File: src/shared/pcfcr_pkg.sv
package pcfcr_pkg;
	// Attribute-space decode: high address bit selects the function registers
	localparam int          ADDR_W          = 26;
	localparam int          ADDR_SEL_BIT    = 25;
	localparam logic [25:0] OFS_CONFIG_OPT  = 26'h2000000;
	localparam logic [25:0] OFS_CFG_STATUS  = 26'h2000002;
	localparam logic [25:0] OFS_PIN_REPLACE = 26'h2000004;
	localparam logic [25:0] OFS_SOCKET_COPY = 26'h2000006;
	localparam logic [25:0] OFS_IO_EVENT    = 26'h2000008;
	// Field positions
	localparam int COR_SOFT_RESET   = 7;
	localparam int COR_LEVEL_IRQ    = 6;
	localparam int CSR_CHANGED      = 7;
	localparam int CSR_STS_ENABLE   = 6;
	localparam int CSR_BELL_ROUTE   = 4;
	localparam int CSR_LOW_POWER    = 2;
	localparam int CSR_IRQ          = 1;
	localparam int PRR_READY_CHG    = 5;
	localparam int PRR_READY_VAL    = 1;
	localparam int IO_EVENT_BELL_EVENT  = 4;
	localparam int IO_EVENT_BELL_ENABLE = 0;
	// Reset values
	localparam logic [7:0] RESET_BYTE = 8'h00;
	// Ready recovery after soft reset, in cycles
	localparam int READY_LOW_CYCLES = 4;
	// Host-side controller registers over AXI4-Lite
	localparam logic [7:0] HOST_CMD_OFS  = 8'h00;
	localparam logic [7:0] HOST_WDAT_OFS = 8'h04;
	localparam logic [7:0] HOST_STAT_OFS = 8'h08;
	localparam logic [1:0] AXI_OKAY      = 2'h0;
	localparam logic [1:0] AXI_SLVERR    = 2'h2;
	// Host status word: busy flag, ready-low flag, status-change-asserted flag
	localparam int STAT_BUSY_BIT = 10;
	localparam int STAT_NRDY_BIT = 9;
	localparam int STAT_CHG_BIT  = 8;
	typedef enum logic [2:0] {
		PCFCR_IDLE  = 3'h1,
		PCFCR_STRB  = 3'h2,
		PCFCR_DONE  = 3'h4
	} pcfcr_state_type;
endpackage

File: src/shared/pcfcr_if.sv
`timescale 1ns/1ns
interface pcfcr_if;
	logic [25:0] addr;
	logic [7:0]  wdata;
	logic [7:0]  rdata;
	logic        reg_sel_n;
	logic        oe_n;
	logic        we_n;
	logic        card_hard_reset_pin;
	logic        phone_bell_input_n;
	logic        ready;
	logic        stschg_n;
	logic        ireq_n;
	modport card (
		input  addr, wdata, reg_sel_n, oe_n, we_n, card_hard_reset_pin, phone_bell_input_n,
		output rdata, ready, stschg_n, ireq_n
	);
	modport host (
		output addr, wdata, reg_sel_n, oe_n, we_n, card_hard_reset_pin,
		input  rdata, ready, stschg_n, ireq_n, phone_bell_input_n
	);
endinterface

File: src/verilog/pcfcr_card.sv
// What this block does
// - Five registers, even addresses, only with A25 high
// - Registers work without the system clock
// - Soft reset bit holds card reset
// - Clearing soft reset drops then restores ready
// - Level select: zero pulse, one level
// - Configuration index zero means memory-only pinout
// - Changed set by ready change or enabled bell
// - Changed-driven status output needs enable and I/O configuration
// - Without routing, status follows changed when enabled
// - Routing drives status low while bell low
// - Low power bit enters and exits low power
// - Low power bit cleared by bell input
// - Host clears low power before other access
// - Interrupt bit read-only, shows pending request
// - Ready change sets flag; write needs bit one
// - Read ready level; write bit enables flag
// - Socket copy byte is plain read/write
// - Bell rising edge sets bell event flag
// - Bell path and status work in stop
// - Bell edge sets changed only when enabled
// - Low power gates clocks; osc halt stops oscillator
`timescale 1ns/1ns
module pcfcr_card
	import pcfcr_pkg::*;
(
	input  wire logic ref_clk,
	input  wire logic reset,
	pcfcr_if.card     bus,
	input  wire logic irq_pending,
	input  wire logic low_power_on,
	input  wire logic osc_halt,
	input  wire logic core_ready,
	output logic      core_reset,
	output logic      clocks_gated,
	output logic      oscillator_stop,
	output logic      memory_only_pinout,
	output logic      level_irq_mode,
	output logic [5:0] config_index
);
	logic [7:0] config_option;
	logic       changed_flag;
	logic       status_change_enable;
	logic       bell_routes_status;
	logic       low_power_request;
	logic       ready_changed_flag;
	logic [7:0] socket_copy;
	logic       bell_edge_event;
	logic       bell_edge_enable;
	logic [1:0] bell_sync;
	logic       bell_prev;
	logic [1:0] irq_sync;
	logic       irq_prev;
	logic [1:0] sel_sync;
	logic [1:0] we_sync;
	logic [1:0] oe_sync;
	logic       we_prev;
	logic [7:0] wdata_q;
	logic [25:0] addr_q;
	logic       ready_q;
	logic       ready_prev;
	logic [2:0] ready_cnt;
	logic       soft_prev;
	logic       bell_rise;
	logic       wr_strobe;
	logic       hit;

	// Pin synchronisers; strobes pass two flops before use
	always_ff @(posedge ref_clk or posedge reset) begin
		if (reset) begin
			bell_sync <= 2'h3;
			irq_sync  <= 2'h0;
			sel_sync  <= 2'h3;
			we_sync   <= 2'h3;
			oe_sync   <= 2'h3;
		end else begin
			bell_sync <= {bell_sync[0], bus.phone_bell_input_n};
			irq_sync  <= {irq_sync[0], irq_pending};
			sel_sync  <= {sel_sync[0], bus.reg_sel_n};
			we_sync   <= {we_sync[0], bus.we_n};
			oe_sync   <= {oe_sync[0], bus.oe_n};
		end
	end

	// Edge history, latched address and data
	always_ff @(posedge ref_clk or posedge reset) begin
		if (reset) begin
			bell_prev <= 1'b1;
			we_prev   <= 1'b1;
			irq_prev  <= 1'b0;
			addr_q    <= 26'h0000000;
			wdata_q   <= 8'h00;
		end else begin
			bell_prev <= bell_sync[1];
			we_prev   <= we_sync[1];
			irq_prev  <= irq_sync[1];
			addr_q    <= bus.addr;
			wdata_q   <= bus.wdata;
		end
	end

	// Decode: attribute select, A25 high, even address
	assign hit       = !sel_sync[1] && addr_q[ADDR_SEL_BIT] && !addr_q[0];
	assign wr_strobe = hit && !we_sync[1] && we_prev;
	assign bell_rise = bell_sync[1] && !bell_prev;

	// Configuration option register; hard reset pin clears all
	always_ff @(posedge ref_clk or posedge reset) begin
		if (reset) begin
			config_option <= RESET_BYTE;
		end else if (bus.card_hard_reset_pin) begin
			config_option <= RESET_BYTE;
		end else if (wr_strobe && addr_q == OFS_CONFIG_OPT) begin
			config_option <= wdata_q;
		end
	end

	// Card status register controls and low power bit
	always_ff @(posedge ref_clk or posedge reset) begin
		if (reset) begin
			status_change_enable <= 1'b0;
			bell_routes_status   <= 1'b0;
			low_power_request    <= 1'b0;
		end else if (bus.card_hard_reset_pin) begin
			status_change_enable <= 1'b0;
			bell_routes_status   <= 1'b0;
			low_power_request    <= 1'b0;
		end else begin
			if (wr_strobe && addr_q == OFS_CFG_STATUS) begin
				status_change_enable <= wdata_q[CSR_STS_ENABLE];
				bell_routes_status   <= wdata_q[CSR_BELL_ROUTE];
				low_power_request    <= wdata_q[CSR_LOW_POWER];
			end
			if (!bell_sync[1]) begin
				low_power_request <= 1'b0;
			end
		end
	end

	// Event flags; hardware set wins over host clear
	always_ff @(posedge ref_clk or posedge reset) begin
		if (reset) begin
			changed_flag       <= 1'b0;
			ready_changed_flag <= 1'b0;
			bell_edge_event    <= 1'b0;
			bell_edge_enable   <= 1'b0;
		end else if (bus.card_hard_reset_pin) begin
			changed_flag       <= 1'b0;
			ready_changed_flag <= 1'b0;
			bell_edge_event    <= 1'b0;
			bell_edge_enable   <= 1'b0;
		end else begin
			if (wr_strobe && addr_q == OFS_CFG_STATUS) begin
				changed_flag <= wdata_q[CSR_CHANGED];
			end
			if (wr_strobe && addr_q == OFS_PIN_REPLACE && wdata_q[PRR_READY_VAL]) begin
				ready_changed_flag <= wdata_q[PRR_READY_CHG];
			end
			if (wr_strobe && addr_q == OFS_IO_EVENT) begin
				bell_edge_event  <= wdata_q[IO_EVENT_BELL_EVENT];
				bell_edge_enable <= wdata_q[IO_EVENT_BELL_ENABLE];
			end
			if (ready_q != ready_prev) begin
				ready_changed_flag <= 1'b1;
				changed_flag       <= 1'b1;
			end
			if (bell_rise) begin
				bell_edge_event <= 1'b1;
				if (bell_edge_enable) begin
					changed_flag <= 1'b1;
				end
			end
		end
	end

	// Socket copy byte
	always_ff @(posedge ref_clk or posedge reset) begin
		if (reset) begin
			socket_copy <= RESET_BYTE;
		end else if (wr_strobe && addr_q == OFS_SOCKET_COPY) begin
			socket_copy <= wdata_q;
		end
	end

	// Ready: drop for a while once soft reset is released
	always_ff @(posedge ref_clk or posedge reset) begin
		if (reset) begin
			soft_prev  <= 1'b0;
			ready_cnt  <= 3'h0;
			ready_q    <= 1'b0;
			ready_prev <= 1'b0;
		end else begin
			soft_prev  <= config_option[COR_SOFT_RESET];
			ready_prev <= ready_q;
			if (soft_prev && !config_option[COR_SOFT_RESET]) begin
				ready_cnt <= 3'(READY_LOW_CYCLES);
			end else if (ready_cnt != 3'h0) begin
				ready_cnt <= ready_cnt - 3'h1;
			end
			ready_q <= core_ready && !core_reset && ready_cnt == 3'h0 && !low_power_request;
		end
	end

	// Read data path
	always_ff @(posedge ref_clk or posedge reset) begin
		if (reset) begin
			bus.rdata <= 8'h00;
		end else if (hit && !oe_sync[1]) begin
			unique case (addr_q)
				OFS_CONFIG_OPT:  bus.rdata <= config_option;
				OFS_CFG_STATUS:  bus.rdata <= {changed_flag, status_change_enable, 1'b0,
					bell_routes_status, 1'b0, low_power_request, irq_sync[1], 1'b0};
				OFS_PIN_REPLACE: bus.rdata <= {2'h0, ready_changed_flag, 3'h0, ready_q, 1'b0};
				OFS_SOCKET_COPY: bus.rdata <= socket_copy;
				OFS_IO_EVENT:    bus.rdata <= {3'h0, bell_edge_event, 3'h0, bell_edge_enable};
				default:         bus.rdata <= 8'h00;
			endcase
		end else begin
			bus.rdata <= 8'h00;
		end
	end

	// Core side controls
	always_ff @(posedge ref_clk or posedge reset) begin
		if (reset) begin
			core_reset      <= 1'b1;
			clocks_gated    <= 1'b0;
			oscillator_stop <= 1'b0;
		end else begin
			core_reset      <= bus.card_hard_reset_pin || config_option[COR_SOFT_RESET];
			clocks_gated    <= low_power_request && low_power_on;
			oscillator_stop <= low_power_request && low_power_on && osc_halt;
		end
	end

	// Mode outputs and status-change pin
	assign config_index       = config_option[5:0];
	assign memory_only_pinout = config_index == 6'h00;
	assign level_irq_mode     = config_option[COR_LEVEL_IRQ];
	assign bus.ready          = ready_q;
	// Level mode follows the request; pulse mode gives one low cycle per new request
	assign bus.ireq_n         = level_irq_mode ? !irq_sync[1]
		: !(irq_sync[1] && !irq_prev);
	// logic runs on a free clock kept alive in power down
	always_comb begin
		if (bell_routes_status) begin
			bus.stschg_n = bell_sync[1];
		end else begin
			bus.stschg_n = !(status_change_enable && changed_flag && !memory_only_pinout);
		end
	end
endmodule

File: src/flat_wrapper.sv
// flat-port wrapper written by rule: the top's interface ports become plain ports
module pcfcr_card_flat import pcfcr_pkg::*;
  (ref_clk, reset, irq_pending, low_power_on, osc_halt, core_ready, core_reset, clocks_gated, oscillator_stop, memory_only_pinout, level_irq_mode, config_index, bus_addr, bus_wdata, bus_reg_sel_n, bus_oe_n, bus_we_n, bus_card_hard_reset_pin, bus_phone_bell_input_n, bus_rdata, bus_ready, bus_stschg_n, bus_ireq_n);
  pcfcr_if bus_i ();
  input  wire logic ref_clk;
  input  wire logic reset;
  input  wire logic irq_pending;
  input  wire logic low_power_on;
  input  wire logic osc_halt;
  input  wire logic core_ready;
  output logic core_reset;
  output logic clocks_gated;
  output logic oscillator_stop;
  output logic memory_only_pinout;
  output logic level_irq_mode;
  output logic [5:0] config_index;
  input wire logic [$bits(bus_i.addr)-1:0] bus_addr;
  input wire logic [$bits(bus_i.wdata)-1:0] bus_wdata;
  input wire logic [$bits(bus_i.reg_sel_n)-1:0] bus_reg_sel_n;
  input wire logic [$bits(bus_i.oe_n)-1:0] bus_oe_n;
  input wire logic [$bits(bus_i.we_n)-1:0] bus_we_n;
  input wire logic [$bits(bus_i.card_hard_reset_pin)-1:0] bus_card_hard_reset_pin;
  input wire logic [$bits(bus_i.phone_bell_input_n)-1:0] bus_phone_bell_input_n;
  output wire logic [$bits(bus_i.rdata)-1:0] bus_rdata;
  output wire logic [$bits(bus_i.ready)-1:0] bus_ready;
  output wire logic [$bits(bus_i.stschg_n)-1:0] bus_stschg_n;
  output wire logic [$bits(bus_i.ireq_n)-1:0] bus_ireq_n;
  assign bus_i.addr = bus_addr;
  assign bus_i.wdata = bus_wdata;
  assign bus_i.reg_sel_n = bus_reg_sel_n;
  assign bus_i.oe_n = bus_oe_n;
  assign bus_i.we_n = bus_we_n;
  assign bus_i.card_hard_reset_pin = bus_card_hard_reset_pin;
  assign bus_i.phone_bell_input_n = bus_phone_bell_input_n;
  assign bus_rdata = bus_i.rdata;
  assign bus_ready = bus_i.ready;
  assign bus_stschg_n = bus_i.stschg_n;
  assign bus_ireq_n = bus_i.ireq_n;
  pcfcr_card u_core (.ref_clk(ref_clk), .reset(reset), .bus(bus_i), .irq_pending(irq_pending), .low_power_on(low_power_on), .osc_halt(osc_halt), .core_ready(core_ready), .core_reset(core_reset), .clocks_gated(clocks_gated), .oscillator_stop(oscillator_stop), .memory_only_pinout(memory_only_pinout), .level_irq_mode(level_irq_mode), .config_index(config_index));
endmodule
File: config.mk
export PLATFORM = sky130hd
export DESIGN_NAME = pcfcr_card_flat
export DESIGN_NICKNAME = d
export VERILOG_FILES = /design/src/shared/pcfcr_pkg.sv /design/src/shared/pcfcr_if.sv /design/src/verilog/pcfcr_card.sv /design/src/flat_wrapper.sv
export SDC_FILE = /design/constraint.sdc
export NUM_CORES = 1
export LEC_CHECK = 0
export BUFFER_PORTS_ARGS = -buffer_cell sky130_fd_sc_hd__buf_4
export CAP_MARGIN = 25
export CORE_MARGIN = 4
export CORE_UTILIZATION = 40
export DETAILED_ROUTE_END_ITERATION = 8
export PLACE_DENSITY_LB_ADDON = 0.1
export SLEW_MARGIN = 20
export SYNTH_ARGS = -nofsm -noshare
export SYNTH_HDL_FRONTEND = slang
export SYNTH_SLANG_ARGS = --single-unit
File: constraint.sdc
create_clock -name ref_clk -period 4.94 [get_ports ref_clk]
set_clock_uncertainty 0.15 [all_clocks]
set_input_delay 0.741 -clock ref_clk [delete_from_list [all_inputs] [get_ports ref_clk]]
set_output_delay 0.741 -clock ref_clk [all_outputs]
set_load 0.005 [all_outputs]
==> metrics.md <==
| Metric | Value |
|---|---|
| Max Fanout on Critical Path | `4` |
| Clock edge transition at the registers on the reported setup and hold paths | `90 ps` |
| Number of H-tree levels | `3` |
| Asr flop ratio synth | `100%` |
| Net Count, Synth | `302` |
| Number of nets in the layout | `363` |
| Placer Congestion | `0.844` |
| Setup slack of the most critical reg-to-reg path | `2070 ps` |
| Ports placed on the boundary | `67` |
| Post-DP Area | `3840 sq um` |
| Maximum number of pins on one net before global-route repair | `54` |
| Clock tree from TritonCTS | `done` |
| Via count of the first global-routing pass | `2372` |
| Post-CTS sizing | `0` |
| DRC violation count after routing | `0` |
| Root buffer cell | `clkbuf_8` |
| Worst R2R End | `u_core.bus.rdata[4]` |
| Setup slack after placement | `2120 ps` |
| Overall via count from detail_route | `2330` |
| Remaining antenna violation count | `0` |
| Die height | `99.0 um` |
| Critical path origin | `u_core.config_option[5]` |
| Relative max-transition margin | `30.9%` |
| Count of flip-flops with a built-in enable after synthesis | `0` |
| Netlist area before placement | `3310 sq um` |
| Transition at the pin with the smallest max-transition slack | `1030 ps` |
| Netlist cell types | `49` |
| Proportion of netlist area held by the largest area contributor | `57.4%` |
| Hold buffer count at cts | `0` |
| Length of the first detailed-routing pass in iterations | `5` |
| Main area contributors after synthesis | `dfrtp_1 57%, dfstp_2 8.7%, mux2_2 3.7%` |
| Initial core utilization | `42.0%` |
| Dominant register cell in the synthesized netlist | `dfrtp_1` |
| Syn avg cell area | `13.0 sq um` |
| Global-route wire length before repair | `12400 um` |
| Port-buffer cells | `66` |
| Category of the worst setup path capture point | `output pin` |
| Leak pwr | `1.78 nW` |
| Number of buffers on the longest clock path | `2` |
| Warnings, synthesis | `0` |
| Required time at the endpoint of the critical path | `4050 ps` |
| Number of vias per cell after detailed routing | `5.51` |
| Number of flip-flops and latches in the synthesized netlist | `87` |
| CTS sink count | `87` |
| Insertion delay to the later sink of the worst-skew pair | `360 ps` |
| Final worst setup slack | `2010 ps` |
| Clock buffers created by TritonCTS | `9` |
| Slew Limit Fails | `0` |
| Type of the setup path with the least slack | `flip-flop to output pin` |
| Final count of hold timing violations | `0` |
| Sum of routed wire length over all layers | `7510 um` |
| Worst min-delay path category | `input port to asynchronous set/reset pin` |
| Post-CTS setup buffers | `0` |
| Part of the cycle the worst path needs | `59.3%` |
| Crit path DAT | `2040 ps` |
| Number of antenna violations at the first check in global routing | `0` |
| Area of the die | `9800 sq um` |
| DR WL/cell | `17.7 um` |
| Register area share after synthesis | `66.2%` |
| Origin of the critical flop-to-flop path | `u_core.addr_q[5]` |
| Worst voltage drop across the vdd grid | `0.167 mV` |
| HPWL after DPL | `5190 um` |
| RSZ-0062 raised after global routing | `no` |
| Run status | `finished, final reports clean` |
| Time the worst path needs with I/O delays and setup | `2930 ps` |
| Final setup violation count | `0` |
| Post-Layout Inst Area | `4040 sq um` |
| Cell Rows | `32` |
| Power Density | `334 nW/um^2` |
| Max_cap viols | `0` |
| Biggest area consumer among synthesized cells | `dfrtp_1` |
| Die width | `99.0 um` |
| Syn-to-layout area delta | `22.1%` |
| Highest Clock Rate | `0.342 GHz` |
| Total congestion overflow | `0` |
| Gate count of the mapped netlist | `255` |
| Antenna fix cells | `0` |
| Starting DRT DRC Count | `164` |
| Aggregate negative setup slack | `0 ps` |
| Layout cell share with drive strength beyond 1 | `35.2%` |
| Core Box Area | `7890 sq um` |
| Startpoint type of the worst setup path | `flip-flop` |
| Cell depth of the worst flop-to-flop path | `4` |
| Overall power after layout | `1.35 mW` |
| Overall fraction of global-route tracks in use | `16.5%` |
| Crit path to | `bus_stschg_n` |
[layer usage]
| metal | global-route usage [%] | part of all wire, % | up-vias |
|---|---|---|---|
| met1 | 22.9 | 45 | 1127 |
| met2 | 23.8 | 44 | 125 |
| met3 | 5.02 | 8.2 | 27 |
| met4 | 7.25 | 2.8 | 0 |
| met5 | 0 | 0 | - |
| li1 | - | - | 1051 |
[cell usage in the layout, fill, tap and decap left out, types with 6 or more instances in the layout]
| cell | synthesis | routed |
|---|---|---|
| a21oi_1 | 19 | 19 |
| buf_4 | 6 | 67 |
| clkbuf_8 | 0 | 9 |
| dfrtp_1 | 76 | 76 |
| dfstp_2 | 11 | 11 |
| mux2_2 | 11 | 11 |
| nand2_1 | 9 | 9 |
| nand2b_1 | 6 | 6 |
| nand3_1 | 7 | 7 |
| nand4_1 | 12 | 12 |
| nor2_1 | 6 | 6 |
| nor4_1 | 8 | 8 |
| o21ai_0 | 6 | 6 |
| o31ai_1 | 9 | 9 |
[stage by stage]
stage / hold slack [ps] / std cells / utilization [%]
4_1_cts: 207 / 422 / 51.0
3_5_place_dp: 187 / 406 / 48.7
3_3_place_gp: 182 / 406 / 48.7
5_1_grt: 105 / 423 / 51.3
2_1_floorplan: 181 / 255 / -
6_report: 122 / 423 / 51.3
[critical path, stage by stage (launching register included)]
cell	delay [ps]
dfrtp_1	440
or4_1	540
nor3_1	370
o31a_1	220
buf_4	110
[power breakdown]
part	internal, mW	switching, mW	total (mW)
registers	0.754	0.0272	0.781
logic	0.0614	0.0591	0.121
clock network	0.187	0.261	0.448
total	1.00	0.348	1.35
[worst min path at each step]
| stage | startpoint | to | slack (ps) |
|---|---|---|---|
| finish | reset | u_core.bell_routes_status | 120 |
| global route | reset | u_core.bell_routes_status | 100 |
| CTS | u_core.irq_sync[0] | u_core.irq_sync[1] | 210 |
| detailed placement | u_core.irq_sync[0] | u_core.irq_sync[1] | 190 |
| global placement | u_core.irq_sync[0] | u_core.irq_sync[1] | 180 |
| floorplan | u_core.irq_sync[0] | u_core.irq_sync[1] | 180 |
[kinds of logic after synthesis]
kind of cell    count (synthesis)  synth area share [%]
compound gates                 49                  9.49
xor+xnor                        2                 0.529
fa+ha+maj                       2                 0.756
buf+inv                        23                  3.55
flops                          87                  66.2
mux                            12                  4.04
simple gates                   80                  15.5
[area by class of cell]
class | count | area [sq um]
flip-flops and latches | 87 | 2190
clock buffers | 9 | 124
multi-input cells | 145 | 1000
fillers | 717 | 3840
repair buffers | 68 | 523
well taps | 102 | 128
inverters | 5 | 20.0
clock inverters | 7 | 56.3
[synthesized netlist by cell type (3+ instances only)]
| library cell | n |
|---|---|
| mux2_2 | 11 |
| o41ai_1 | 3 |
| and3_1 | 4 |
| nand3_1 | 7 |
| dfstp_2 | 11 |
| buf_4 | 6 |
| nor2_1 | 6 |
| nand2b_1 | 6 |
| dfrtp_1 | 76 |
| clkbuf_1 | 9 |
| a21oi_1 | 19 |
| nor3_1 | 4 |
| nand2_1 | 9 |
| inv_1 | 5 |
| nor4_1 | 8 |
| a32oi_1 | 3 |
| o21ai_0 | 6 |
| nand4_1 | 12 |
| o31ai_1 | 9 |
[state kept, by name, summed over array words and instances, names as in the netlist, 2 cells and up]
name,count
u_core.bus.rdata,8
u_core.wdata_q,8
u_core.addr_q,26
u_core.ready_cnt,3
u_core.bell_sync,2
u_core.socket_copy,8
u_core.irq_sync,2
u_core.config_option,8
u_core.we_sync,2
u_core.sel_sync,2
u_core.oe_sync,2
No activity file was read; power rests on OpenSTA's default activity.
